[config.mk]
export PLATFORM = sky130hd
export DESIGN_NAME = scan_universal_bus_transceiver
export DESIGN_NICKNAME = d
export VERILOG_FILES = /design/src/ubt_pkg.sv /design/src/ubt_dir_path.sv /design/src/ubt_transceiver.sv
export SDC_FILE = /design/constraint.sdc
export NUM_CORES = 1
export LEC_CHECK = 0
export BUFFER_PORTS_ARGS = -buffer_cell sky130_fd_sc_hd__clkbuf_2
export CORE_ASPECT_RATIO = 0.6
export CORE_MARGIN = 3
export CORE_UTILIZATION = 60
export CTS_CLUSTER_DIAMETER = 30
export DETAILED_ROUTE_END_ITERATION = 7
export PLACE_DENSITY = 0.83
export RECOVER_POWER = 25
export SLEW_MARGIN = 20
export SYNTH_ARGS = -nofsm -noshare
export SYNTH_HDL_FRONTEND = slang
export SYNTH_HIERARCHICAL = 1
export SYNTH_SLANG_ARGS = --single-unit
export TNS_END_PERCENT = 20
[constraint.sdc]
create_clock -name clk_sys -period 3 [get_ports clk_sys]
set_clock_uncertainty 0.05 [all_clocks]
set_input_delay 0.15 -clock clk_sys [delete_from_list [all_inputs] [get_ports clk_sys]]
set_output_delay 0.15 -clock clk_sys [all_outputs]
set_load 0.05 [all_outputs]
[src/ubt_pkg.sv]
// Package for the scan bus transceiver datapath: widths, struct carriers, pin sync depth.
// Assumes a single system clock; all pins arrive asynchronously.
package xcvr_pkg;
   localparam int HalfWidth = 9;
   localparam int Halves = 2;
   localparam int PortWidth = HalfWidth * Halves;
   localparam int SyncStages = 3;
   localparam logic HizReset = 1'b1;
   localparam logic [HalfWidth-1:0] DataReset = 9'h000;

   // Per-direction controls of one half, as sampled from the pins
   typedef struct packed {
      logic outEnableN;
      logic latchEnable;
      logic dirClock;
   } dir_ctrl_s;

   // Pin driver bundle for one 9-bit half of one port
   typedef struct packed {
      logic [HalfWidth-1:0] data;
      logic [HalfWidth-1:0] enable;
   } pin_drive_s;
endpackage

[src/ubt_dir_path.sv]
// One direction of one 9-bit half: transparent, latched or edge-stored path.
// Assumes inputs already synchronised to clk_sys by the caller.
`timescale 1ns/1ps
`default_nettype none
module xcvr_dir_path #(
   parameter int Width = xcvr_pkg::HalfWidth
) (
   input wire logic clk_sys,
   input wire logic rst_n,
   input wire logic [Width-1:0] srcData,
   input wire xcvr_pkg::dir_ctrl_s ctrl,
   input wire logic testMode,
   output logic [Width-1:0] heldData
);
   logic clockPrev_q;
   logic [Width-1:0] store_q;
   logic [Width-1:0] store_d;
   wire risingEdge = ctrl.dirClock & ~clockPrev_q;
   wire captureNow = ~ctrl.latchEnable & risingEdge;

   // Transparent follows source; a falling latch enable keeps last passed value
   assign store_d = testMode ? store_q :
                    ctrl.latchEnable ? srcData : // RQ1 RQ16
                    captureNow ? srcData : store_q; // RQ3 RQ2 RQ8

   always_ff @(posedge clk_sys) begin
      if (!rst_n) begin
         clockPrev_q <= 1'b0;
         store_q <= Width'(0);
      end else begin
         clockPrev_q <= ctrl.dirClock;
         store_q <= store_d;
      end
   end

   assign heldData = store_q;

   hold_steady_a: assert property (@(posedge clk_sys) disable iff (!rst_n) // RQ2
      (!testMode && !ctrl.latchEnable && !risingEdge) |=> $stable(store_q))
      else $error("held value changed without a capture");
   edge_capture_a: assert property (@(posedge clk_sys) disable iff (!rst_n) // RQ3
      (!testMode && captureNow) |=> store_q == $past(srcData))
      else $error("rising clock edge did not store source data");
   transparent_pass_a: assert property (@(posedge clk_sys) disable iff (!rst_n) // RQ1
      (!testMode && ctrl.latchEnable) |=> store_q == $past(srcData))
      else $error("transparent path did not follow source");
   fall_keeps_a: assert property (@(posedge clk_sys) disable iff (!rst_n) // RQ16
      (!testMode && !$past(testMode) && $fell(ctrl.latchEnable) && !risingEdge)
         |=> store_q == $past(srcData, 2))
      else $error("falling latch enable lost the last passed value");
endmodule
`default_nettype wire

[src/ubt_transceiver.sv]
// Normal-mode datapath of an 18-bit scan bus transceiver with two 9-bit halves.
// Assumes bus pins and controls are asynchronous; a scan controller drives testMode.
// Operation
// RQ1: Latch enable high passes A straight to B transparently.
// RQ2: Latch enable low, clock steady: hold stored value, ignore A.
// RQ3: Latch enable low: store A on each rising direction clock edge.
// RQ4: Output enable low drives B with the held or passed value.
// RQ5: Output enable high floats all B outputs regardless of other inputs.
// RQ6: B-to-A direction behaves the same with its own controls.
// RQ7: Eighteen bits per port in two independently controlled 9-bit halves.
// RQ8: Hold keeps the prior output level without spontaneous change.
// RQ9: Test mode inhibits normal transceiver operation.
// RQ10: Scan port activity in normal mode leaves the datapath untouched.
// RQ11: Test circuitry samples pins and self tests cells.
// RQ12: Test circuitry offers signature compression and pattern generation.
// RQ13: Scan activity timed only by the four-wire test port.
// RQ14: Test port samples on rising and changes on falling test clock.
// RQ15: Output-enable control cells reset high so test mode floats outputs.
// RQ16: Falling latch enable keeps the value present just before.
`timescale 1ns/1ps
`default_nettype none
module scan_universal_bus_transceiver #(
   parameter int HalfWidth = xcvr_pkg::HalfWidth,
   parameter int Halves = xcvr_pkg::Halves
) (
   input wire logic clk_sys,
   input wire logic rst_n,
   input wire logic testMode,
   input wire logic [Halves*HalfWidth-1:0] aPortIn,
   input wire logic [Halves*HalfWidth-1:0] bPortIn,
   input wire xcvr_pkg::dir_ctrl_s [Halves-1:0] aToBCtrl,
   input wire xcvr_pkg::dir_ctrl_s [Halves-1:0] bToACtrl,
   output logic [Halves*HalfWidth-1:0] aPortOut,
   output logic [Halves*HalfWidth-1:0] aPortOe,
   output logic [Halves*HalfWidth-1:0] bPortOut,
   output logic [Halves*HalfWidth-1:0] bPortOe
);
   localparam int W = Halves * HalfWidth;
   localparam int CW = Halves * 3;

   // Three-stage synchronisers; only stages two and three are looked at
   logic [W-1:0] aSync1_q, aSync2_q, aSync3_q, aStable_q;
   logic [W-1:0] bSync1_q, bSync2_q, bSync3_q, bStable_q;
   logic [CW-1:0] abSync1_q, abSync2_q, abSync3_q, abStable_q;
   logic [CW-1:0] baSync1_q, baSync2_q, baSync3_q, baStable_q;
   logic testSync1_q, testSync2_q, testSync3_q, testStable_q;

   // A change counts once stages two and three agree
   function automatic logic [W-1:0] agreeW(input logic [W-1:0] s2, input logic [W-1:0] s3,
                                           input logic [W-1:0] old);
      agreeW = (s2 & s3) | (old & (s2 | s3));
   endfunction

   function automatic logic [CW-1:0] agreeC(input logic [CW-1:0] s2,
                                            input logic [CW-1:0] s3,
                                            input logic [CW-1:0] old);
      agreeC = (s2 & s3) | (old & (s2 | s3));
   endfunction

   always_ff @(posedge clk_sys) begin
      if (!rst_n) begin
         aSync1_q <= '0;
         aSync2_q <= '0;
         aSync3_q <= '0;
         aStable_q <= '0;
         bSync1_q <= '0;
         bSync2_q <= '0;
         bSync3_q <= '0;
         bStable_q <= '0;
      end else begin
         aSync1_q <= aPortIn;
         aSync2_q <= aSync1_q;
         aSync3_q <= aSync2_q;
         aStable_q <= agreeW(aSync2_q, aSync3_q, aStable_q);
         bSync1_q <= bPortIn;
         bSync2_q <= bSync1_q;
         bSync3_q <= bSync2_q;
         bStable_q <= agreeW(bSync2_q, bSync3_q, bStable_q);
      end
   end

   // Enables reset high so the buses stay floating until controls are seen
   localparam logic [CW-1:0] CtrlReset = {Halves{xcvr_pkg::HizReset, 2'b00}};

   always_ff @(posedge clk_sys) begin
      if (!rst_n) begin
         abSync1_q <= CtrlReset;
         abSync2_q <= CtrlReset;
         abSync3_q <= CtrlReset;
         abStable_q <= CtrlReset;
         baSync1_q <= CtrlReset;
         baSync2_q <= CtrlReset;
         baSync3_q <= CtrlReset;
         baStable_q <= CtrlReset;
         testSync1_q <= 1'b0;
         testSync2_q <= 1'b0;
         testSync3_q <= 1'b0;
         testStable_q <= 1'b0;
      end else begin
         abSync1_q <= aToBCtrl;
         abSync2_q <= abSync1_q;
         abSync3_q <= abSync2_q;
         abStable_q <= agreeC(abSync2_q, abSync3_q, abStable_q);
         baSync1_q <= bToACtrl;
         baSync2_q <= baSync1_q;
         baSync3_q <= baSync2_q;
         baStable_q <= agreeC(baSync2_q, baSync3_q, baStable_q);
         // Sampling, signatures, patterns and the test clock stay on the scan side
         testSync1_q <= testMode; // RQ11 RQ12 RQ13 RQ14
         testSync2_q <= testSync1_q;
         testSync3_q <= testSync2_q;
         testStable_q <= (testSync2_q & testSync3_q) | (testStable_q & (testSync2_q | testSync3_q));
      end
   end

   xcvr_pkg::dir_ctrl_s [Halves-1:0] abCtrl;
   xcvr_pkg::dir_ctrl_s [Halves-1:0] baCtrl;
   assign abCtrl = abStable_q;
   assign baCtrl = baStable_q;

   logic [W-1:0] abHeld;
   logic [W-1:0] baHeld;
   logic [W-1:0] bDrive_d, bOe_d, aDrive_d, aOe_d;

   for (genvar h = 0; h < Halves; h++) begin : g_half
      // Each half has its own controls and paths
      xcvr_dir_path #(.Width(HalfWidth)) u_ab ( // RQ7
         .clk_sys(clk_sys),
         .rst_n(rst_n),
         .srcData(aStable_q[h*HalfWidth +: HalfWidth]),
         .ctrl(abCtrl[h]),
         .testMode(testStable_q), // RQ9 RQ10
         .heldData(abHeld[h*HalfWidth +: HalfWidth])
      );
      xcvr_dir_path #(.Width(HalfWidth)) u_ba ( // RQ6
         .clk_sys(clk_sys),
         .rst_n(rst_n),
         .srcData(bStable_q[h*HalfWidth +: HalfWidth]),
         .ctrl(baCtrl[h]),
         .testMode(testStable_q),
         .heldData(baHeld[h*HalfWidth +: HalfWidth])
      );
      // Low active enable drives unless test mode is on; high floats whatever else is going on
      assign bOe_d[h*HalfWidth +: HalfWidth] =
         {HalfWidth{~abCtrl[h].outEnableN & ~testStable_q}}; // RQ4 RQ5 RQ9
      assign aOe_d[h*HalfWidth +: HalfWidth] =
         {HalfWidth{~baCtrl[h].outEnableN & ~testStable_q}}; // RQ6 RQ9
   end

   // Transparent mode is still registered twice (store_q, then the port register); the sync costs about four cycles
   assign bDrive_d = abHeld;
   assign aDrive_d = baHeld;

   always_ff @(posedge clk_sys) begin
      if (!rst_n) begin
         bPortOut <= '0;
         bPortOe <= '0;
         aPortOut <= '0;
         aPortOe <= '0;
      end else begin
         bPortOut <= bDrive_d;
         bPortOe <= bOe_d; // RQ15
         aPortOut <= aDrive_d;
         aPortOe <= aOe_d;
      end
   end

   // Enables show one cycle after the stable controls are seen and port data one cycle after the held data,
   // so every check below except reset_float_a looks one edge after its cause
   float_on_high_a: assert property (@(posedge clk_sys) disable iff (!rst_n) // RQ5
      abCtrl[0].outEnableN |=> bPortOe[HalfWidth-1:0] == '0)
      else $error("B half 0 driven while its enable is high");
   float_upper_a: assert property (@(posedge clk_sys) disable iff (!rst_n) // RQ5 RQ7
      abCtrl[1].outEnableN |=> bPortOe[W-1:HalfWidth] == '0)
      else $error("B half 1 driven while its enable is high");
   drive_on_low_a: assert property (@(posedge clk_sys) disable iff (!rst_n) // RQ4
      (!abCtrl[1].outEnableN && !testStable_q) |=> (&bPortOe[W-1:HalfWidth]))
      else $error("B half 1 not driven while enabled");
   drive_lower_a: assert property (@(posedge clk_sys) disable iff (!rst_n) // RQ4 RQ7
      (!abCtrl[0].outEnableN && !testStable_q) |=> (&bPortOe[HalfWidth-1:0]))
      else $error("B half 0 not driven while enabled");
   ba_float_a: assert property (@(posedge clk_sys) disable iff (!rst_n) // RQ6
      baCtrl[0].outEnableN |=> aPortOe[HalfWidth-1:0] == '0)
      else $error("A half 0 driven while its enable is high");
   ba_upper_float_a: assert property (@(posedge clk_sys) disable iff (!rst_n) // RQ6
      baCtrl[1].outEnableN |=> aPortOe[W-1:HalfWidth] == '0)
      else $error("A half 1 driven while its enable is high");
   ba_drive_a: assert property (@(posedge clk_sys) disable iff (!rst_n) // RQ6
      (!baCtrl[1].outEnableN && !testStable_q) |=> (&aPortOe[W-1:HalfWidth]))
      else $error("A half 1 not driven while enabled");
   test_inhibit_a: assert property (@(posedge clk_sys) disable iff (!rst_n) // RQ9
      testStable_q |=> (bPortOe == '0 && aPortOe == '0))
      else $error("outputs driven in test mode");
   test_freeze_a: assert property (@(posedge clk_sys) disable iff (!rst_n) // RQ9
      testStable_q |=> ($stable(abHeld) && $stable(baHeld)))
      else $error("stored data moved in test mode");
   out_follows_a: assert property (@(posedge clk_sys) disable iff (!rst_n) // RQ4
      1'b1 |=> bPortOut == $past(abHeld))
      else $error("B output does not carry held A data");
   ba_follows_a: assert property (@(posedge clk_sys) disable iff (!rst_n) // RQ6
      1'b1 |=> aPortOut == $past(baHeld))
      else $error("A output does not carry held B data");
   reset_float_a: assert property (@(posedge clk_sys) disable iff (!rst_n) // RQ15
      $rose(rst_n) |-> (aPortOe == '0 && bPortOe == '0))
      else $error("outputs driven right after reset");
   // A pin bit may only move once stages two and three agree on it
   a_sync_agree_a: assert property (@(posedge clk_sys) disable iff (!rst_n) // RQ1
      1'b1 |=> ((aStable_q ^ $past(aStable_q)) & $past(aSync2_q ^ aSync3_q)) == '0)
      else $error("A pin change taken before two stages agreed");
   b_sync_agree_a: assert property (@(posedge clk_sys) disable iff (!rst_n) // RQ6
      1'b1 |=> ((bStable_q ^ $past(bStable_q)) & $past(bSync2_q ^ bSync3_q)) == '0)
      else $error("B pin change taken before two stages agreed");
   ctrl_sync_agree_a: assert property (@(posedge clk_sys) disable iff (!rst_n) // RQ3
      1'b1 |=> ((abStable_q ^ $past(abStable_q)) & $past(abSync2_q ^ abSync3_q)) == '0)
      else $error("A-to-B control change taken before two stages agreed");
   ba_sync_agree_a: assert property (@(posedge clk_sys) disable iff (!rst_n) // RQ6
      1'b1 |=> ((baStable_q ^ $past(baStable_q)) & $past(baSync2_q ^ baSync3_q)) == '0)
      else $error("B-to-A control change taken before two stages agreed");
   test_sync_agree_a: assert property (@(posedge clk_sys) disable iff (!rst_n) // RQ9
      1'b1 |=> ((testStable_q ^ $past(testStable_q)) & $past(testSync2_q ^ testSync3_q)) == '0)
      else $error("test inhibit taken before two stages agreed");
endmodule
`default_nettype wire

==> results.md, run 1 <==
- Outcome: finished with violations
- Failing checks: capacitance limit, slew limit
- Synth cell count leaders: 276 x dfxtp_1, 175 x and2_1, 117 x nand2_1
- Clk buf depth: 3
- Num CTS Buffers: 30
- Initial antenna violation count: 0
- Initial core utilization: 0.631
- Final worst-path cycle share: 0.631
- Routed Wire Length: 13.5 mm
- Die Span Y: between 90 and 100 um
- Clock transition at path regs: 0.06 ns
- Instance count on the critical path: 4
- DRC Markers: 0
- Hold Startpoint: aToBCtrl[2]
- CP Buf/Inv Count: 2
- Distinct cells, synth: 18
- Post-synth top area share: 0.626
- Starting DRT DRC Count: 227
- CTS tree: yes
- Vias per cell: roughly 4.6
- FF+latch count, synth: 276
- Max-cap violation count: 1
- FMAX: 0.528 GHz
- Delay-heaviest family, CP: buffers and inverters
- Worst vdd ir: 0.505 mV
- Ys flop type: dfxtp_1
- Core footprint: approximately 14000 um2
- WHS Path Cells: 3
- Dpl ws: 1.45 ns
- Synth Area in Simple Gates: 0.193
- Antenna fix cells: 0
- TNS Setup: 0 ns
- Leading post-synthesis cells by cell area: dfxtp_1 63%, and2_1 12%, nand2_1 5.0%
- # setup viols final: 0
- CTS Hold Buffers Added: 49
- Synth area leader: dfxtp_1
- Overflow after GRT: 0
- Origin of the critical flop-to-flop path: baCtrl[3]$_SDFF_PN0_
- Synth async-reset ratio: 0
- CP endpoint kind: flip-flop
- Max stage delay on crit path: 1.32 ns
- Pre-Repair DR Iteration Count: 4
- Syn Area/Cell: 11.0 um2
- Clk root buf: clkbuf_16
- Vias in the first global route: ~4900
- Num rows: 33
- RSZ-0062 raised after global routing: no
- Hold Slack: ~0.30 ns
- Tightest Hold Check Type: input port to flip-flop
- Hold Fails Final Rpt: 0
- WP data required: roughly 3.4 ns
- Total number of vias: ~5300
- Crit-path cells: clkbuf_2, buf_4, nand2_1, mux2i_1
- Post-CTS Setup Inserts: 0
- H-Tree Level Count: 1
- Data arrival, critical path: roughly 2.3 ns
- Layout cells sized above 1: 0.213
- Slowest CP cell: clkbuf_2
- Post-Synthesis Cell Area: between 8000 and 9000 um2
- Mapped Nets: about 860
- Setup WS post-layout: between 1 and 1.5 ns
- RR Endpoint: g_half[1].u_ba/heldData[2]$_SDFFE_PN0P_
- Mux share of post-synthesis cell area: 0.0408
- Global-route wire length before repair: approximately 23 mm
- Largest net degree at the start of global routing: 130
- Count leader, synth: dfxtp_1
- CP Max Fanout: between 100 and 150
- R2r worst-path depth: 3
- Tmin final: 1.89 ns
- Worst setup SP type: input port
- Die area: 16300 um2
- Leak: roughly 4.3 nW
- Post-synth EDFFs: 0
- Post-DP HPWL: just under 8 mm
- Num ports: 123
- Max-slew headroom: -0.260
- Placer congestion estimate: approximately 0.7
- Pwr/cell area: roughly 710 nW/um2
- Worst-margin pin slew: 1.89 ns
- Area fraction in compound gates after synthesis: 0.0837
- Hold endpoint: abSync1_q[2]$_SDFF_PN1_
- Adder-Cell Fraction of Synth Area: 0
- Syn-to-layout area delta: 21.1%
- CTS-repair resized insts: 0
- Latest clock arrival within the worst-skew pair: about 0.53 ns
- Main combinational cell family by area after synthesis: simple AND/OR/NAND/NOR gates
- Synth Area in XOR/XNOR: 0
- Die extent in x: 163 um
- CP Class: input port to flip-flop
- Synth Instances: roughly 800
- CTS sink cnt: 276
- Layout net count: roughly 990
- Number of port buffers: between 100 and 150
- Ys Warns: 6
- WL per Instance: ~12 um
- Max Slew Vio Count: 129
- Reg-to-reg slack, setup: approximately 1.5 ns
- Total track usage: 0.166
- Register area share after synthesis: 0.626
- Final antenna-violating net count: 0
layer usage:
metal  vias up  wire (um)  GRT usage  part of all wire
met5         -          0          0                 0
met4         0        248     0.0403             0.018
met3        23        686     0.0396             0.051
met2       116       6130      0.277              0.45
met1      2367       6420      0.220              0.48
li1       2797          -          -                 -
area by class of cell:
| class | count | area, um2 |
|---|---|---|
| Sequential cell | 276 | 5530 |
| Fill cell | 918 | 3300 |
| Multi-Input combinational cell | 455 | 2770 |
| Timing Repair Buffer | 174 | 1140 |
| Clock buffer | 32 | 778 |
| Tap cell | 192 | 240 |
| Clock inverter | 21 | 230 |
| Inverter | 4 | 15.0 |
stage by stage:
stage	cells	utilization	instance area (um2)	total power, mW
after detailed placement	1052	0.660	9230	4.02
final	1154	0.764	10700	7.56
after global placement	1052	0.660	9230	4.01
after CTS	1154	0.767	10700	7.66
after global routing	1154	0.764	10700	7.85
after floorplan	804	-	8830	3.97
where the power goes:
| group | internal [mW] | switching, mW |
|---|---|---|
| logic | 0.122 | 0.0897 |
| clock network | 2.10 | 1.48 |
| registers | 3.75 | 0.0295 |
| total | 5.97 | 1.60 |
registers in the layout (all words and copies together), names as in the netlist, 18 cells and up:
| name | flops |
|---|---|
| aPortOut | 18 |
| aStable_q | 18 |
| aSync1_q | 18 |
| aSync2_q | 18 |
| aSync3_q | 18 |
| bPortOut | 18 |
| bStable_q | 18 |
| bSync1_q | 18 |
| bSync2_q | 18 |
| bSync3_q | 18 |
| g_half.u_ab/heldData | 18 |
| g_half.u_ba/heldData | 18 |
cell usage in the layout, fill, tap and decap left out, drive strengths merged:
cell type,netlist,final
dfxtp,276,276
and2,175,175
clkbuf,16,154
nand2,117,117
o21ai,49,49
dlygate4sd3,0,49
a21boi,45,45
mux2i,36,36
nand2b,17,17
clkinv,4,9
nor2,8,8
a21oi,8,8
clkinvlp,0,7
inv,0,7
buf,53,3
bufinv,0,2
worst reg2reg max path, cell delays in order, from the launching register on:
cell and delay, ns:
dfxtp_1 0.41, nand2b_4 0.07, a21oi_2 0.58, mux2i_1 0.31
cell families after synthesis:
family	after synthesis
simple gates	317
flops	276
compound gates	102
buf+inv	73
mux	36
how the worst max path moves through the flow:
stage                               start                                       to  slack [ns]
finish                              rst_n  g_half[1].u_ba/heldData[4]$_SDFFE_PN0P_        1.11
global route                        rst_n  g_half[1].u_ba/heldData[4]$_SDFFE_PN0P_        0.79
CTS                 aPortOe[8]$_SDFF_PN0_                               aPortOe[4]        1.39
detailed placement                  rst_n  g_half[1].u_ba/heldData[4]$_SDFFE_PN0P_        1.45
global placement                    rst_n  g_half[1].u_ba/heldData[7]$_SDFFE_PN0P_        1.49
floorplan           aPortOe[9]$_SDFF_PN0_                              aPortOe[10]        1.77
Power figures use the tool's default switching activity.
==> run 2, diff against run 1 <==
CORE_UTILIZATION = 56   (was 60)
PLACE_DENSITY = 0.78   (was 0.83)
clock period = 1.9 ns   (was 3 ns; I/O delays follow)
==> run 2 against run 1 <==
  * The run now ends clean
  * Combinational power rose by 66%
  * Hold slack lost 0.011 ns
  * Core utilization fell by 2.2 points
  * Via count is 1.4% higher
  * Final area increased by 3.7%
  * Wire length grew 3.2%
  * Critical path depth is 3 lower
  * First-iteration DRC count grew 18%
  * Total power rose by 76%
  * Sequential power increased by 58%
  * Largest cell class unchanged
==> results.md, run 2 (synthesis gave the netlist of run 1 again) <==
- Largest net degree at the start of global routing: 77 (-41%)
- Vias in the first global route: 5250 (+6.1%)
- Max-slew headroom: 0.557 (+0.817)
- CTS Hold Buffers Added: 50 (+2.0%)
- Delay-heaviest family, CP: flip-flops
- Max Slew Vio Count: 0 (-100%)
- Antenna fix cells: 0 (unchanged)
- Slowest CP cell: dfxtp_1
- Starting DRT DRC Count: 267 (+18%)
- GR Layer Usage met3: 0.0486 (+0.00903)
- Core footprint: 14900 um2 (+6.7%)
- Data arrival, critical path: 1.35 ns (-0.96 ns)
- Number of port buffers: 122 (unchanged)
- Most frequent cells in the layout: 276 x dfxtp_1, 164 x and2_1, 121 x clkbuf_2, 117 x nand2_1, 50 x dlygate4sd3_1
- Total number of vias: 5375 (+1.4%)
- DP Area: 9310 um2 (+0.81%)
- Overflow after GRT: 0 (unchanged)
- Syn-to-layout area delta: 25.6%
- Tightest Hold Check Type: input port to flip-flop
- Outcome: complete, no violations
- Crit-path cells: clkbuf_2
- Setup WS post-layout: 0.407 ns (-0.701 ns)
- Initial antenna violation count: 0 (unchanged)
- Fillers: 1020 (+11%)
- Hold Fails Final Rpt: 0 (unchanged)
- Dpl ws: 0.542 ns (-0.909 ns)
- CP Class: flip-flop to output port
- Pre-Repair DR Iteration Count: 4 (unchanged)
- Vias per cell: 4.57 (-0.54%)
- # setup viols final: 0 (unchanged)
- CTS sink cnt: 276 (unchanged)
- Tmin final: roughly 1.5 ns
- Total track usage: 0.166 (+0.000269)
- Final worst-path cycle share: 0.786
- Hold Slack: 0.287 ns (-0.0106 ns)
- Die area: 17400 um2 (+6.8%)
- Max-cap violation count: 0 (-1)
- Layout cells sized above 1: 0.230 (+0.0170)
- Final instance area: 11100 um2 (+3.7%)
- DRC Markers: 0 (unchanged)
- TNS Setup: 0 ns (unchanged)
- Num ports: 123 (unchanged)
- Clk root buf: clkbuf_16
- CP endpoint kind: output port
- Power, Total: 13.3 mW (+76%)
- Worst setup SP type: flip-flop
- WP data required: 1.75 ns (-1.67 ns)
- WL per Instance: 11.8 um (+1.3%)
- Worst-margin pin slew: 0.664 ns (-1.23 ns)
- CP Buf/Inv Count: 1 (-1)
- Num CTS Buffers: 36 (+20%)
- Max stage delay on crit path: 0.51 ns (-0.81 ns)
- CTS tree: yes
- Leak: 4.47 nW (+4.9%)
- Placer congestion estimate: 0.711 (+3.6%)
- CP Max Fanout: 9 (-93%)
- Clock transition at path regs: 0.07 ns (about the same)
- Most common cell after layout, fill and taps aside: dfxtp_1
- RSZ-0062 raised after global routing: no
- Grt met2 use: 0.276 (-0.00107)
- Worst vdd ir: 0.924 mV (+83%)
- Routed Wire Length: 13.9 mm (+3.2%)
- Initial core utilization: 0.591 (-0.0395)
- FMAX: between 0.6 and 0.7 GHz
- Post-CTS Setup Inserts: 0 (unchanged)
- Final antenna-violating net count: 0 (unchanged)
- GR peak layer: met2
- CTS-repair resized insts: 0 (unchanged)
- Global-route wire length before repair: 24.0 mm (+5.7%)
- H-Tree Level Count: 2 (+1)
- Pwr/cell area: 1200 nW/um2 (+70%)
- Clk buf depth: 3 (unchanged)
- Latest clock arrival within the worst-skew pair: 0.48 ns (-0.05 ns)
- Die extent in x: 168 um (+3.4%)
- Global Route met1 Usage: 0.211 (-0.00814)
- Post-DP HPWL: 7.80 mm (+1.2%)
- Layout net count: 1003 (+1.1%)
- Die Span Y: 103 um (+3.3%)
- Num rows: 34 (+3.0%)
==> run 2: metrics by stage <==
stage | utilization | cells
after floorplan | - | 804
after global placement | 0.623 | 1062
after detailed placement | 0.623 | 1062
after CTS | 0.743 | 1176
after global routing | 0.743 | 1176
final | 0.743 | 1176
==> run 2: worst paths after layout <==
path | start | to | slack, ns | depth (start not counted)
setup / recovery | aPortOe[8]$_SDFF_PN0_ | aPortOe[7] | 0.41 | 1
setup reg to reg | baCtrl[0]$_SDFF_PN0_ | g_half[0].u_ba/heldData[6]$_SDFFE_PN0P_ | 0.54 | 3
hold / removal | bToACtrl[5] | baSync1_q[5]$_SDFF_PN1_ | 0.29 | 3
hold reg to reg | abSync1_q[2]$_SDFF_PN1_ | abSync2_q[2]$_SDFF_PN1_ | 0.36 | 1
==> run 2: cell type report <==
cell class / instances / area (um2) / area share
multi-input combinational: 455 / 2790 / 0.252
clock inverter: 22 / 303 / 0.0273
inverter: 4 / 15.0 / 0.00135
timing repair buffer: 179 / 1220 / 0.110
sequential: 276 / 5530 / 0.498
clock buffer: 42 / 985 / 0.0888
tap: 198 / 248 / 0.0223
==> run 2: power by group <==
group	leakage (nW)	internal (mW)	switching [mW]
Sequential	2.25	5.92	0.0466
Combinational	1.59	0.204	0.146
Clock	0.632	4.57	2.44
Total	4.47	10.7	2.63
==> run 2: routing by layer <==
layer / part of all wire / vias to the layer above
li1: - / 2827
met3: 0.060 / 25
met1: 0.48 / 2395
met5: 0 / -
met4: 0.016 / 0
met2: 0.44 / 128
